===== config.mk =====
export PLATFORM = sky130hd
export DESIGN_NAME = reset_controller
export DESIGN_NICKNAME = d
export VERILOG_FILES = /design/src/verilog/reset_source_pkg.sv /design/src/verilog/reset_controller.sv /design/src/verilog/sync_two_ff.sv /design/src/verilog/tick_divider.sv
export SDC_FILE = /design/constraint.sdc
export NUM_CORES = 1
export LEC_CHECK = 0
export BUFFER_PORTS_ARGS = -buffer_cell sky130_fd_sc_hd__buf_2
export CAP_MARGIN = 15
export CORE_UTILIZATION = 40
export DETAILED_ROUTE_END_ITERATION = 10
export SLEW_MARGIN = 20
export SYNTH_ARGS = -nofsm -noshare
export SYNTH_HDL_FRONTEND = slang
export SYNTH_HIERARCHICAL = 1
export SYNTH_SLANG_ARGS = --single-unit

===== constraint.sdc =====
create_clock -name clk_i -period 4.4 [get_ports clk_i]
set_input_delay 0.44 -clock clk_i [delete_from_list [all_inputs] [get_ports clk_i]]
set_output_delay 0.44 -clock clk_i [all_outputs]
set_load 0.01 [all_outputs]

===== src/verilog/reset_source_pkg.sv =====
/*
  constants, register map and state type of the reset source controller.
  assumes a 20 mhz peripheral clock and apb register access.
*/
`default_nettype none

package reset_source_pkg;

  // ==========================================================
  // register indices, byte address is four times the index
  // ==========================================================
  localparam logic [5:0] IDX_FLAGS     = 6'h00;
  localparam logic [5:0] IDX_SW_TRIG   = 6'h01;
  localparam logic [5:0] IDX_KEY       = 6'h02;
  localparam logic [5:0] IDX_FUSE_VIEW = 6'h03;

  // ==========================================================
  // flag layout
  // ==========================================================
  localparam int         NUM_FLAGS        = 6;
  localparam int         FLG_POWER_ON     = 0;
  localparam int         FLG_BROWNOUT     = 1;
  localparam int         FLG_PIN          = 2;
  localparam int         FLG_WATCHDOG     = 3;
  localparam int         FLG_SOFT         = 4;
  localparam int         FLG_DEBUG        = 5;
  localparam logic [5:0] FLAGS_AFTER_POR  = 6'h01;
  localparam int         SOFT_RESET_GO    = 0;

  // ==========================================================
  // timing
  // ==========================================================
  localparam int CLK_HZ           = 20000000;
  localparam int HZ_PER_MHZ       = 1000000;
  localparam int CYCLES_PER_US    = CLK_HZ / HZ_PER_MHZ;
  localparam int INIT_TIME_US     = 250;
  localparam int CRC_US_PER_KB    = 500;
  localparam int SUT_STEP_US      = 1000;
  localparam logic [2:0] KEY_WINDOW_INSTR = 3'h4;

  // ==========================================================
  // sequencer states
  // ==========================================================
  typedef enum logic [1:0] {
    ST_HOLD,
    ST_INIT,
    ST_RUN
  } seq_state_type;

endpackage : reset_source_pkg

`default_nettype wire


===== src/verilog/reset_controller.sv =====
/*
  reset controller: collects reset requests, holds the device in reset,
  times the internal initialisation and keeps sticky cause flags.
  assumes nrst_i is the power-on detector and the apb master is on clk_i.
*/
// Added by the designer: the APB register port.
// What this block does
// - cause flags latch until software writes one
// - after power-on only power-on flag set
// - power-on clears all flags but its own
// - six flags at bits 5..0, rest zero
// - no other flag before first boot completes
// - writing go bit starts reset two cycles later
// - software reset holds until sequence completes
// - unkeyed writes accepted but change nothing
// - enabled pin holds reset while low
// - pin and watchdog spare debug, timer, brownout
// - debug reset only from debugger, spares debug
// - power-on resets all, no timer override
// - brownout resets all but brownout configuration
// - fuse registers reload after each reset
// - initialisation 250 us plus startup fuse time
// - memory scan adds 500 us per kilobyte
// - runs in active and every sleep mode
// - pin and brownout need fuse enable once fuses load, watchdog and debug never gated
// - go bit always reads zero
`timescale 1ns/1ps
`default_nettype none

module reset_controller
  import reset_source_pkg::*;
#(
  parameter int         INIT_US    = INIT_TIME_US,
  parameter int         SUT_US     = SUT_STEP_US,
  parameter int         US_CYCLES  = CYCLES_PER_US,
  parameter logic [7:0] KEY_VALUE  = 8'h5A // arbitrary key value
) (
  // clock and power-on reset
  input  wire logic        clk_i,
  input  wire logic        nrst_i,
  // apb slave
  input  wire logic        psel_i,
  input  wire logic        penable_i,
  input  wire logic        pwrite_i,
  input  wire logic [7:0]  paddr_i,
  input  wire logic [31:0] pwdata_i,
  output logic      [31:0] prdata_o,
  output logic             pready_o,
  output logic             pslverr_o,
  // reset sources
  input  wire logic        bod_req_i,
  input  wire logic        ext_rst_pin_n_i,
  input  wire logic        wdt_req_i,
  input  wire logic        dbg_req_i,
  input  wire logic        cpu_instr_i,
  // fuses
  input  wire logic        fuse_ext_en_i,
  input  wire logic        fuse_bod_en_i,
  input  wire logic [2:0]  fuse_sut_i,
  input  wire logic [7:0]  fuse_crc_kb_i,
  // reset domains and status
  output logic             core_rst_o,
  output logic             debug_rst_o,
  output logic             tcd_ovr_rst_o,
  output logic             bod_cfg_rst_o,
  output logic             tcd_ovr_avail_o,
  output logic             fuse_reload_o,
  output logic             boot_done_o
);

  typedef struct packed {
    seq_state_type st;
    logic [31:0]   us_left;
    logic [5:0]    flags;
    logic          sw_hold;
    logic [2:0]    key_win;
    logic          boot_seen;
    logic          por_boot;
    logic          bod_seq;
    logic          ext_en;
    logic          bod_en;
    logic [2:0]    startup_time_fuse;
    logic [7:0]    crc_kb;
    logic          reload;
    logic [31:0]   rdata;
    logic          slverr;
  } ctl_type;

  localparam ctl_type CTL_RESET = '{
    st: ST_HOLD, us_left: '0, flags: FLAGS_AFTER_POR, sw_hold: 1'b0,
    key_win: '0, boot_seen: 1'b0, por_boot: 1'b1, bod_seq: 1'b0,
    ext_en: 1'b1, bod_en: 1'b1, startup_time_fuse: '0, crc_kb: '0, reload: 1'b0,
    rdata: '0, slverr: 1'b0};

  ctl_type q;
  ctl_type d;

  logic        pin_n_sync;
  logic        bod_sync;
  logic        tick;
  logic [5:0]  req;
  logic [5:0]  flag_clr;
  logic        any_req;
  logic        any_ext;
  logic        setup;
  logic        wr;
  logic [31:0] init_load;

  function automatic logic reg_hit(input logic [7:0] a,
                                   input logic [5:0] idx);
    reg_hit = (a[7:2] == idx) && (a[1:0] == 2'b00);
  endfunction : reg_hit

  // ==========================================================
  // input crossing and time base
  // ==========================================================
  sync_two_ff #(.WIDTH(2), .RST_VAL(2'b01)) u_sync (
    .clk_i   (clk_i),
    .nrst_i  (nrst_i),
    .async_i ({bod_req_i, ext_rst_pin_n_i}),
    .sync_o  ({bod_sync, pin_n_sync})
  );

  tick_divider #(.DIV(US_CYCLES)) u_tick (
    .clk_i  (clk_i),
    .nrst_i (nrst_i),
    .tick_o (tick)
  );

  // ==========================================================
  // request collection
  // ==========================================================
  always_comb begin
    req = '0;
    req[FLG_BROWNOUT] = q.bod_en & bod_sync;
    req[FLG_PIN]      = q.ext_en & ~pin_n_sync;
    req[FLG_WATCHDOG] = wdt_req_i;
    req[FLG_SOFT]     = q.sw_hold;
    req[FLG_DEBUG]    = dbg_req_i;
  end

  assign any_req   = |req;
  assign any_ext   = |(req & ~(6'h01 << FLG_SOFT));
  assign setup     = psel_i & ~penable_i;
  assign wr        = psel_i & penable_i & pwrite_i;
  assign flag_clr  = (wr && reg_hit(paddr_i, IDX_FLAGS)) ?
                     pwdata_i[5:0] : '0;
  assign init_load = 32'(INIT_US)
                   + 32'(fuse_sut_i) * 32'(SUT_US)
                   + 32'(fuse_crc_kb_i) * 32'(CRC_US_PER_KB);

  // ==========================================================
  // next state
  // ==========================================================
  always_comb begin
    d = q;
    d.reload = 1'b0;
    // key window counts cpu instructions
    if (cpu_instr_i && (q.key_win != '0)) begin
      d.key_win = q.key_win - 3'h1;
    end
    if (wr && reg_hit(paddr_i, IDX_KEY) &&
        (pwdata_i[7:0] == KEY_VALUE)) begin
      d.key_win = KEY_WINDOW_INSTR;
    end
    // unkeyed writes are taken and dropped
    if (wr && reg_hit(paddr_i, IDX_SW_TRIG) && (q.key_win != '0)) begin
      d.key_win = '0;
      if (pwdata_i[SOFT_RESET_GO]) begin
        d.sw_hold = 1'b1;
      end
    end
    // sticky flags, set wins over clear
    d.flags = (q.flags & ~flag_clr)
            | (q.boot_seen ? req : 6'h00);
    if (req[FLG_BROWNOUT]) begin
      d.bod_seq = 1'b1;
    end
    // sequencer, never gated by sleep state
    case (q.st)
      ST_HOLD: begin
        if (!any_ext) begin
          d.st      = ST_INIT;
          d.us_left = init_load;
          d.sw_hold = 1'b0;
          d.reload  = 1'b1;
          d.ext_en  = fuse_ext_en_i;
          d.bod_en  = fuse_bod_en_i;
          d.startup_time_fuse     = fuse_sut_i;
          d.crc_kb  = fuse_crc_kb_i;
        end
      end
      ST_INIT: begin
        if (any_req) begin
          d.st = ST_HOLD;
        end else if (q.us_left == '0) begin
          d.st        = ST_RUN;
          d.boot_seen = 1'b1;
          d.por_boot  = 1'b0;
          d.bod_seq   = 1'b0;
        end else if (tick) begin
          d.us_left = q.us_left - 32'h0000_0001;
        end
      end
      ST_RUN: begin
        if (any_req) begin
          d.st = ST_HOLD;
        end
      end
      default: begin
        d.st = ST_HOLD;
      end
    endcase
    // apb read data captured in the setup cycle
    if (setup) begin
      d.slverr = 1'b0;
      if (reg_hit(paddr_i, IDX_FLAGS)) begin
        d.rdata = {26'h000_0000, q.flags};
      end else if (reg_hit(paddr_i, IDX_SW_TRIG)) begin
        d.rdata = '0;
      end else if (reg_hit(paddr_i, IDX_KEY)) begin
        d.rdata = {29'h0000_0000, q.key_win};
      end else if (reg_hit(paddr_i, IDX_FUSE_VIEW)) begin
        d.rdata = {19'h0_0000, q.ext_en, q.bod_en, q.startup_time_fuse, q.crc_kb};
      end else begin
        d.rdata  = '0;
        d.slverr = 1'b1;
      end
    end
  end

  always_ff @(posedge clk_i or negedge nrst_i) begin
    if (!nrst_i) begin
      q <= CTL_RESET;
    end else begin
      q <= d;
    end
  end

  // ==========================================================
  // outputs
  // ==========================================================
  assign prdata_o        = q.rdata;
  assign pready_o        = 1'b1;
  assign pslverr_o       = q.slverr & psel_i & penable_i;
  assign core_rst_o      = (q.st != ST_RUN);
  assign debug_rst_o     = core_rst_o & (q.por_boot | q.bod_seq);
  assign tcd_ovr_rst_o   = core_rst_o & (q.por_boot | q.bod_seq);
  assign bod_cfg_rst_o   = core_rst_o & q.por_boot;
  assign tcd_ovr_avail_o = ~q.por_boot;
  assign fuse_reload_o   = q.reload;
  assign boot_done_o     = (q.st == ST_RUN);
endmodule : reset_controller

`default_nettype wire


===== src/verilog/sync_two_ff.sv =====
/*
  two flip-flop synchroniser for a group of level inputs.
  assumes inputs change slowly against clk_i.
*/
`timescale 1ns/1ps
`default_nettype none

module sync_two_ff #(
  parameter int         WIDTH   = 1,
  parameter logic [WIDTH-1:0] RST_VAL = '0
) (
  // clock and reset
  input  wire logic             clk_i,
  input  wire logic             nrst_i,
  // levels
  input  wire logic [WIDTH-1:0] async_i,
  output logic      [WIDTH-1:0] sync_o
);

  typedef struct packed {
    logic [WIDTH-1:0] meta;
    logic [WIDTH-1:0] stable;
  } sync_type;

  sync_type q;
  sync_type d;

  // ==========================================================
  // two stages
  // ==========================================================
  always_comb begin
    d.meta   = async_i;
    d.stable = q.meta;
  end

  always_ff @(posedge clk_i or negedge nrst_i) begin
    if (!nrst_i) begin
      q <= {RST_VAL, RST_VAL};
    end else begin
      q <= d;
    end
  end

  assign sync_o = q.stable;

endmodule : sync_two_ff

`default_nettype wire


===== src/verilog/tick_divider.sv =====
/*
  divider giving a one-cycle enable pulse every DIV cycles.
  assumes DIV of at least one.
*/
`timescale 1ns/1ps
`default_nettype none

module tick_divider #(
  parameter int DIV = 20
) (
  // clock and reset
  input  wire logic clk_i,
  input  wire logic nrst_i,
  // enable pulse
  output logic      tick_o
);

  typedef struct packed {
    logic [15:0] cnt;
    logic        tick;
  } div_type;

  localparam logic [15:0] LAST = 16'(DIV - 1);

  div_type q;
  div_type d;

  // ==========================================================
  // count and wrap
  // ==========================================================
  always_comb begin
    d = q;
    d.tick = (q.cnt == LAST);
    d.cnt  = (q.cnt == LAST) ? '0 : q.cnt + 16'h0001;
  end

  always_ff @(posedge clk_i or negedge nrst_i) begin
    if (!nrst_i) begin
      q <= '0;
    end else begin
      q <= d;
    end
  end

  assign tick_o = q.tick;

endmodule : tick_divider

`default_nettype wire


## After elaboration in Yosys (flattened, before gate mapping)

Index checks and enable logic that the tools add are counted.

| operators by class | value |
|---|---|
| add/sub/neg operators | 5 |
| multipliers | 2 |
| equal/unequal tests | 14 |
| mux-type cells | 32 |
| bitwise gates (word level) | 18 |
| reductions and logical operators | 23 |

Operator list:

| cell | count |
|---|---|
| 2-to-1 mux 32 bit | 4 |
| case mux 32 bit (2 select lines) | 1 |
| 2-to-1 mux 13 bit | 3 |
| 2-to-1 mux 34 bit | 1 |
| logical NOT 32 bit | 1 |
| subtractor 32 x 1 -> 32 bit, second input constant | 1 |
| adder 14 x 17 -> 18 bit | 1 |
| adder 16 x 1 -> 16 bit, second input constant | 1 |
| equality test 16 x 5 -> 1 bit, second input constant | 1 |
| 2-to-1 mux 16 bit | 1 |
| multiplier 8 x 7 -> 15 bit, second input constant | 1 |
| adder 8 x 13 -> 14 bit, first input constant | 1 |
| 2-to-1 mux 1 bit | 13 |
| equality test 6 x 2 -> 1 bit, second input constant | 2 |
| 2-to-1 mux 6 bit | 2 |
| logical AND 1 bit | 10 |
| multiplier 3 x 7 -> 10 bit, second input constant | 1 |
| AND 1 bit | 9 |
| equality test 8 x 7 -> 1 bit, second input constant | 1 |
| inequality test 2 bit, second input constant | 4 |
| AND 6 bit | 1 |
| equality test 6 x 1 -> 1 bit, second input constant | 1 |
| logical NOT 6 bit | 1 |
| 2-to-1 mux 2 bit | 3 |
| other kinds (20) | 29 |

| word-level totals | value |
|---|---|
| flip-flop bits (word level) | 115 |
| input port bits | 63 |
| output and inout port bits | 41 |

## Depth between registers and ports, before layout

| depth | value |
|---|---|
| word-level depth | 8 |
| mapped depth | 22 |

## By module

The synthesis kept the hierarchy.

By module, submodules not included:

| module | instances | cells each | area each (um2) |
|---|---|---|---|
| reset_controller | 1 | 676 | 6289.8 |
| tick_divider | 1 | 66 | 742.0 |
| sync_two_ff | 1 | 4 | 102.6 |

## Worst setup path before layout

Ideal clock, no wire load.

| timing path | value |
|---|---|
| path type | in2reg |
| start | input fuse_crc_kb_i[0] |
| end | register q[75] in the netlist's numbering |
| arrival time | 5.157 ns |
| data required time | 4.306 ns |
| path slack | -0.850 ns |
| cell stages on the path | 22 |
| buffers on the path | 0 |
| cells stage by stage | fa_1 xor2_1 ha_1 fa_1 inv_1 fa_1 inv_1 ha_1 o21ai_1 nor2_1 o21a_1 nor2_1 xnor2_1 ha_1 ha_1 or2_2 o31a_1 a41oi_1 nand2b_1 a21o_1 xor2_1 a221oi_2 |

| on the way | value |
|---|---|
| longest elaborated chain between the ends | 4 |

Ends and longest elaborated chain:

| item | line | text |
|---|---|---|
| start: declaration | reset_controller.sv:60 | `input wire logic [7:0] fuse_crc_kb_i,` |
| multiplier 8 x 7 -> 15 bit | reset_controller.sv:150 | `+ 32'(fuse_crc_kb_i) * 32'(CRC_US_PER_KB);` |
| adder 14 x 17 -> 18 bit | reset_controller.sv:150 |  |
| 2-to-1 mux 34 bit | reset_controller.sv:182 | `if (!any_ext) begin` |
| case mux 32 bit (2 select lines) | reset_controller.sv:180 | `case (q.st)` |
| end signal: assignment | reset_controller.sv:234 | `q <= CTL_RESET;` |
| end signal: assignment | reset_controller.sv:236 | `q <= d;` |
| end: declaration | reset_controller.sv:95 | `ctl_type q;` |

Every way passes these cells. The select of a mux whose other input is x is not followed.
A chain may end at the register's enable or synchronous reset.

## Worst setup path after layout

| timing path | value |
|---|---|
| start | input fuse_crc_kb_i[1] |
| end | register q[77] in the netlist's numbering |

Same word-level chain as after synthesis.

==> flow_summary.toml <==
[outcome]
outcome = "complete, but fails checks"
violations = "negative setup slack"

[power_and_ir_drop]
ir_worst_vdd_mv = 0.5099
p_per_area_nw_per_um2 = 720.6
p_leak_nw = 4.148

[critical_path]
cp-end-kind = "flop"
critPathArrivalTime_ns = 5.06
start_kind = "primary input"
worst-setup-path-type = "primary input to flop"
cp_max_fo = 5
required_ns = 4.64

[global_route]
gr-total-overflow = 0
antenna_found_initial = 0
grt_pass1_wl_um = 25130
grt_max_degree = 74
grt_pass1_vias = 5175
grt_use_total = 0.1734

[sta]
skew_ns = 0.01250
layout_setup_ws_ns = -0.4170
tightest_slew_ns = 1.038
setup_viol = 8
period_needed_ns = 4.817
finalHoldViolations = 0
slew_headroom = 0.3078
tns_ns = -2.124
max_freq_mhz = 207.6
slew_viol_final = 0
rsz0062_at_grt = "true"
fin_crit_sh = 1.095

[yosys]
yosys_warnings = 6
synthAdderAreaFrac = 0.1957
synth_largest_area_cell = "dfrtp_1"
synth_ff_type = "dfrtp_1"
synthXorXnorAreaFrac = 0.05156
synth.distinct_cells = 76
synth_common_cells = "dfrtp_1, inv_1, ha_1, nand2_1, nor2_1"
ys_ff_latch = 96
yosys-mux-area-fraction = 0.01122
synthArstFlopShare = 1.000
syn_avg_cell_area_um2 = 9.563
synthesis.area_um2 = 7134
synth-seq-area-share = 0.3378
synth_edf_count = 0
synth_top_family_by_area = "adder cells"
synth-simple-area-share = 0.1787
synth.most_common_cell = "dfrtp_1"
synth_cells = 746
synth_compound_area_frac = 0.1349
synth.top_cell.area_share = 0.3157
synth_area_leaders = "dfrtp_1, ha_1, fa_1"

[route]
ant_nets = 0
routed_wl_um = 14900
post_drt_wl_per_cell_um = 13.84
drtIter0Drc = 280
drcViolationCount = 0
vias_per_cell = 5.038
dr.pass1.iters = 5
vias = 5426

[clock_tree]
insertion_delay_ns = 0.35
cts.clk_slew.worst_paths_ns = 0.07
cts_buffer_depth = 2
cts_htree_levels = 3
cts-root-buf = "clkbuf_16"
cts_tree = "built"
numCtsBuffers = 9
clkSinkCount = 96

[floorplan]
initial_core_util = 0.4110
die_h_um = 135.6
ios = 104
rows = 48
fp.coreArea_um2 = 17360
die_width_um = 135.6
die-area_um2 = 18370

[place]
port_buffers = 59
dpl.hpwl_um = 11570
pre_cts_ws_ns = -0.8935
place_area_um2 = 8018
dp_cells = 1060
place_congestion = 0.7603

[finish]
antenna_cells = 0
nFillCells = 1632
seqCellArea_um2 = 2410
drive_gt1_frac = 0.2347
area_growth_pct = 18.55
stdcell_area_um2 = 8458
final_cells = 1077
multi_input_area_um2 = 4374
fin_nets = 1006

[job]
drv_cap = 0

[hold_path]
min_path_type = "primary input to flop"
-- area by class of cell --
cell class,instances,share of cell area
multi-input cells,537,0.5172
flip-flops and latches,96,0.2849
repair buffers,122,0.09334
inverters,81,0.03609
well taps,225,0.03328
clock buffers,9,0.02663
clock inverters,7,0.008580
-- through the flow --
step	hold WS (ns)	power, W	util
3_5_place_dp	0.3373	0.004906	0.4619
5_1_grt	0.1844	0.006607	0.4873
2_1_floorplan	0.1444	0.003720	-
6_report	0.1985	0.006095	0.4873
3_3_place_gp	0.3475	0.004872	0.4619
4_1_cts	0.1810	0.005952	0.4836
-- sequential cells by signal, indices dropped and copies added (netlist names) --
signal	count
fuse_reload_o	1
prdata_o	13
q	61
u_sync/d	2
u_sync/sync_o	2
u_tick/q	16
u_tick/tick_o	1
-- critical path, stage by stage --
cell,delay (ns)
buf_8,0.10
fa_1,0.56
xor2_1,0.17
ha_1,0.26
fa_1,0.50
inv_2,0.04
fa_1,0.48
inv_2,0.04
ha_4,0.30
o21ai_4,0.06
nor2_2,0.11
o21a_1,0.14
nor2_1,0.05
xnor2_1,0.12
ha_1,0.30
ha_4,0.28
or2_4,0.11
o31a_1,0.16
a41oi_2,0.11
nand2b_1,0.16
a21o_1,0.17
or3_1,0.31
o311ai_1,0.08
-- layout by cell type (no fill, tap or decap), types with 7 or more instances in the layout --
master	n
fa_1	26
ha_1	62
nand2b_1	9
nor4_1	8
a21oi_1	31
or3_1	11
nor2_1	44
inv_1	78
nand2_1	60
a22o_1	14
conb_1	20
and3_1	7
ha_4	8
mux2i_1	8
nand3_1	13
xor2_1	13
dfrtp_1	90
buf_4	65
nor3_1	19
clkbuf_16	9
buf_2	55
o21ai_0	40
xnor2_1	26
-- routing by layer --
layer	part of all wire	global-route usage
met3	0.032	0.02881
met1	0.50	0.2461
met4	0.010	0.04307
met5	0	0
met2	0.45	0.2735
-- final timing paths --
check / from / to / slack (ns) / cells past startpoint
worst max-delay path: fuse_crc_kb_i[1] / q[77]$_DFFE_PN0P_ / -0.42 / 23
worst min-delay path: ext_rst_pin_n_i / u_sync/d[0]$_DFF_PN1_ / 0.20 / 1
worst max register to register: q[60]$_DFFE_PN0P_ / q[86]$_DFFE_PN0P_ / 1.57 / 9
worst min register to register: u_sync/d[1]$_DFF_PN0_ / u_sync/sync_o[1]$_DFF_PN0_ / 0.35 / 0
max in group asynchronous: nrst_i / q[54]$_DFF_PN1_ / 3.23 / 2
min in group asynchronous: nrst_i / q[61]$_DFFE_PN0P_ / 0.22 / 1
-- what timing repair did --
action	in CTS	in global routing
pin swaps	13	13
gates resized for setup	14	11
setup buffers	1	0
setup endpoints to repair	9	9
hold buffers	0	0
-- cells by family after synthesis --
family / after synthesis
compound gates: 146
xor+xnor: 42
fa+ha+maj: 96
buf+inv: 131
flops: 96
mux: 8
other cells: 2
simple gates: 225
-- where the power goes --
group	total, W	switching (W)	internal [W]	leakage, nW
Clock	0.000784	0.000383	0.000402	0.143
Combinational	0.00411	0.00190	0.00221	2.77
Sequential	0.00120	0.000153	0.00105	1.24
Total	0.00609	0.00243	0.00366	4.15
Note: power is estimated with default switching activity, not from simulation.
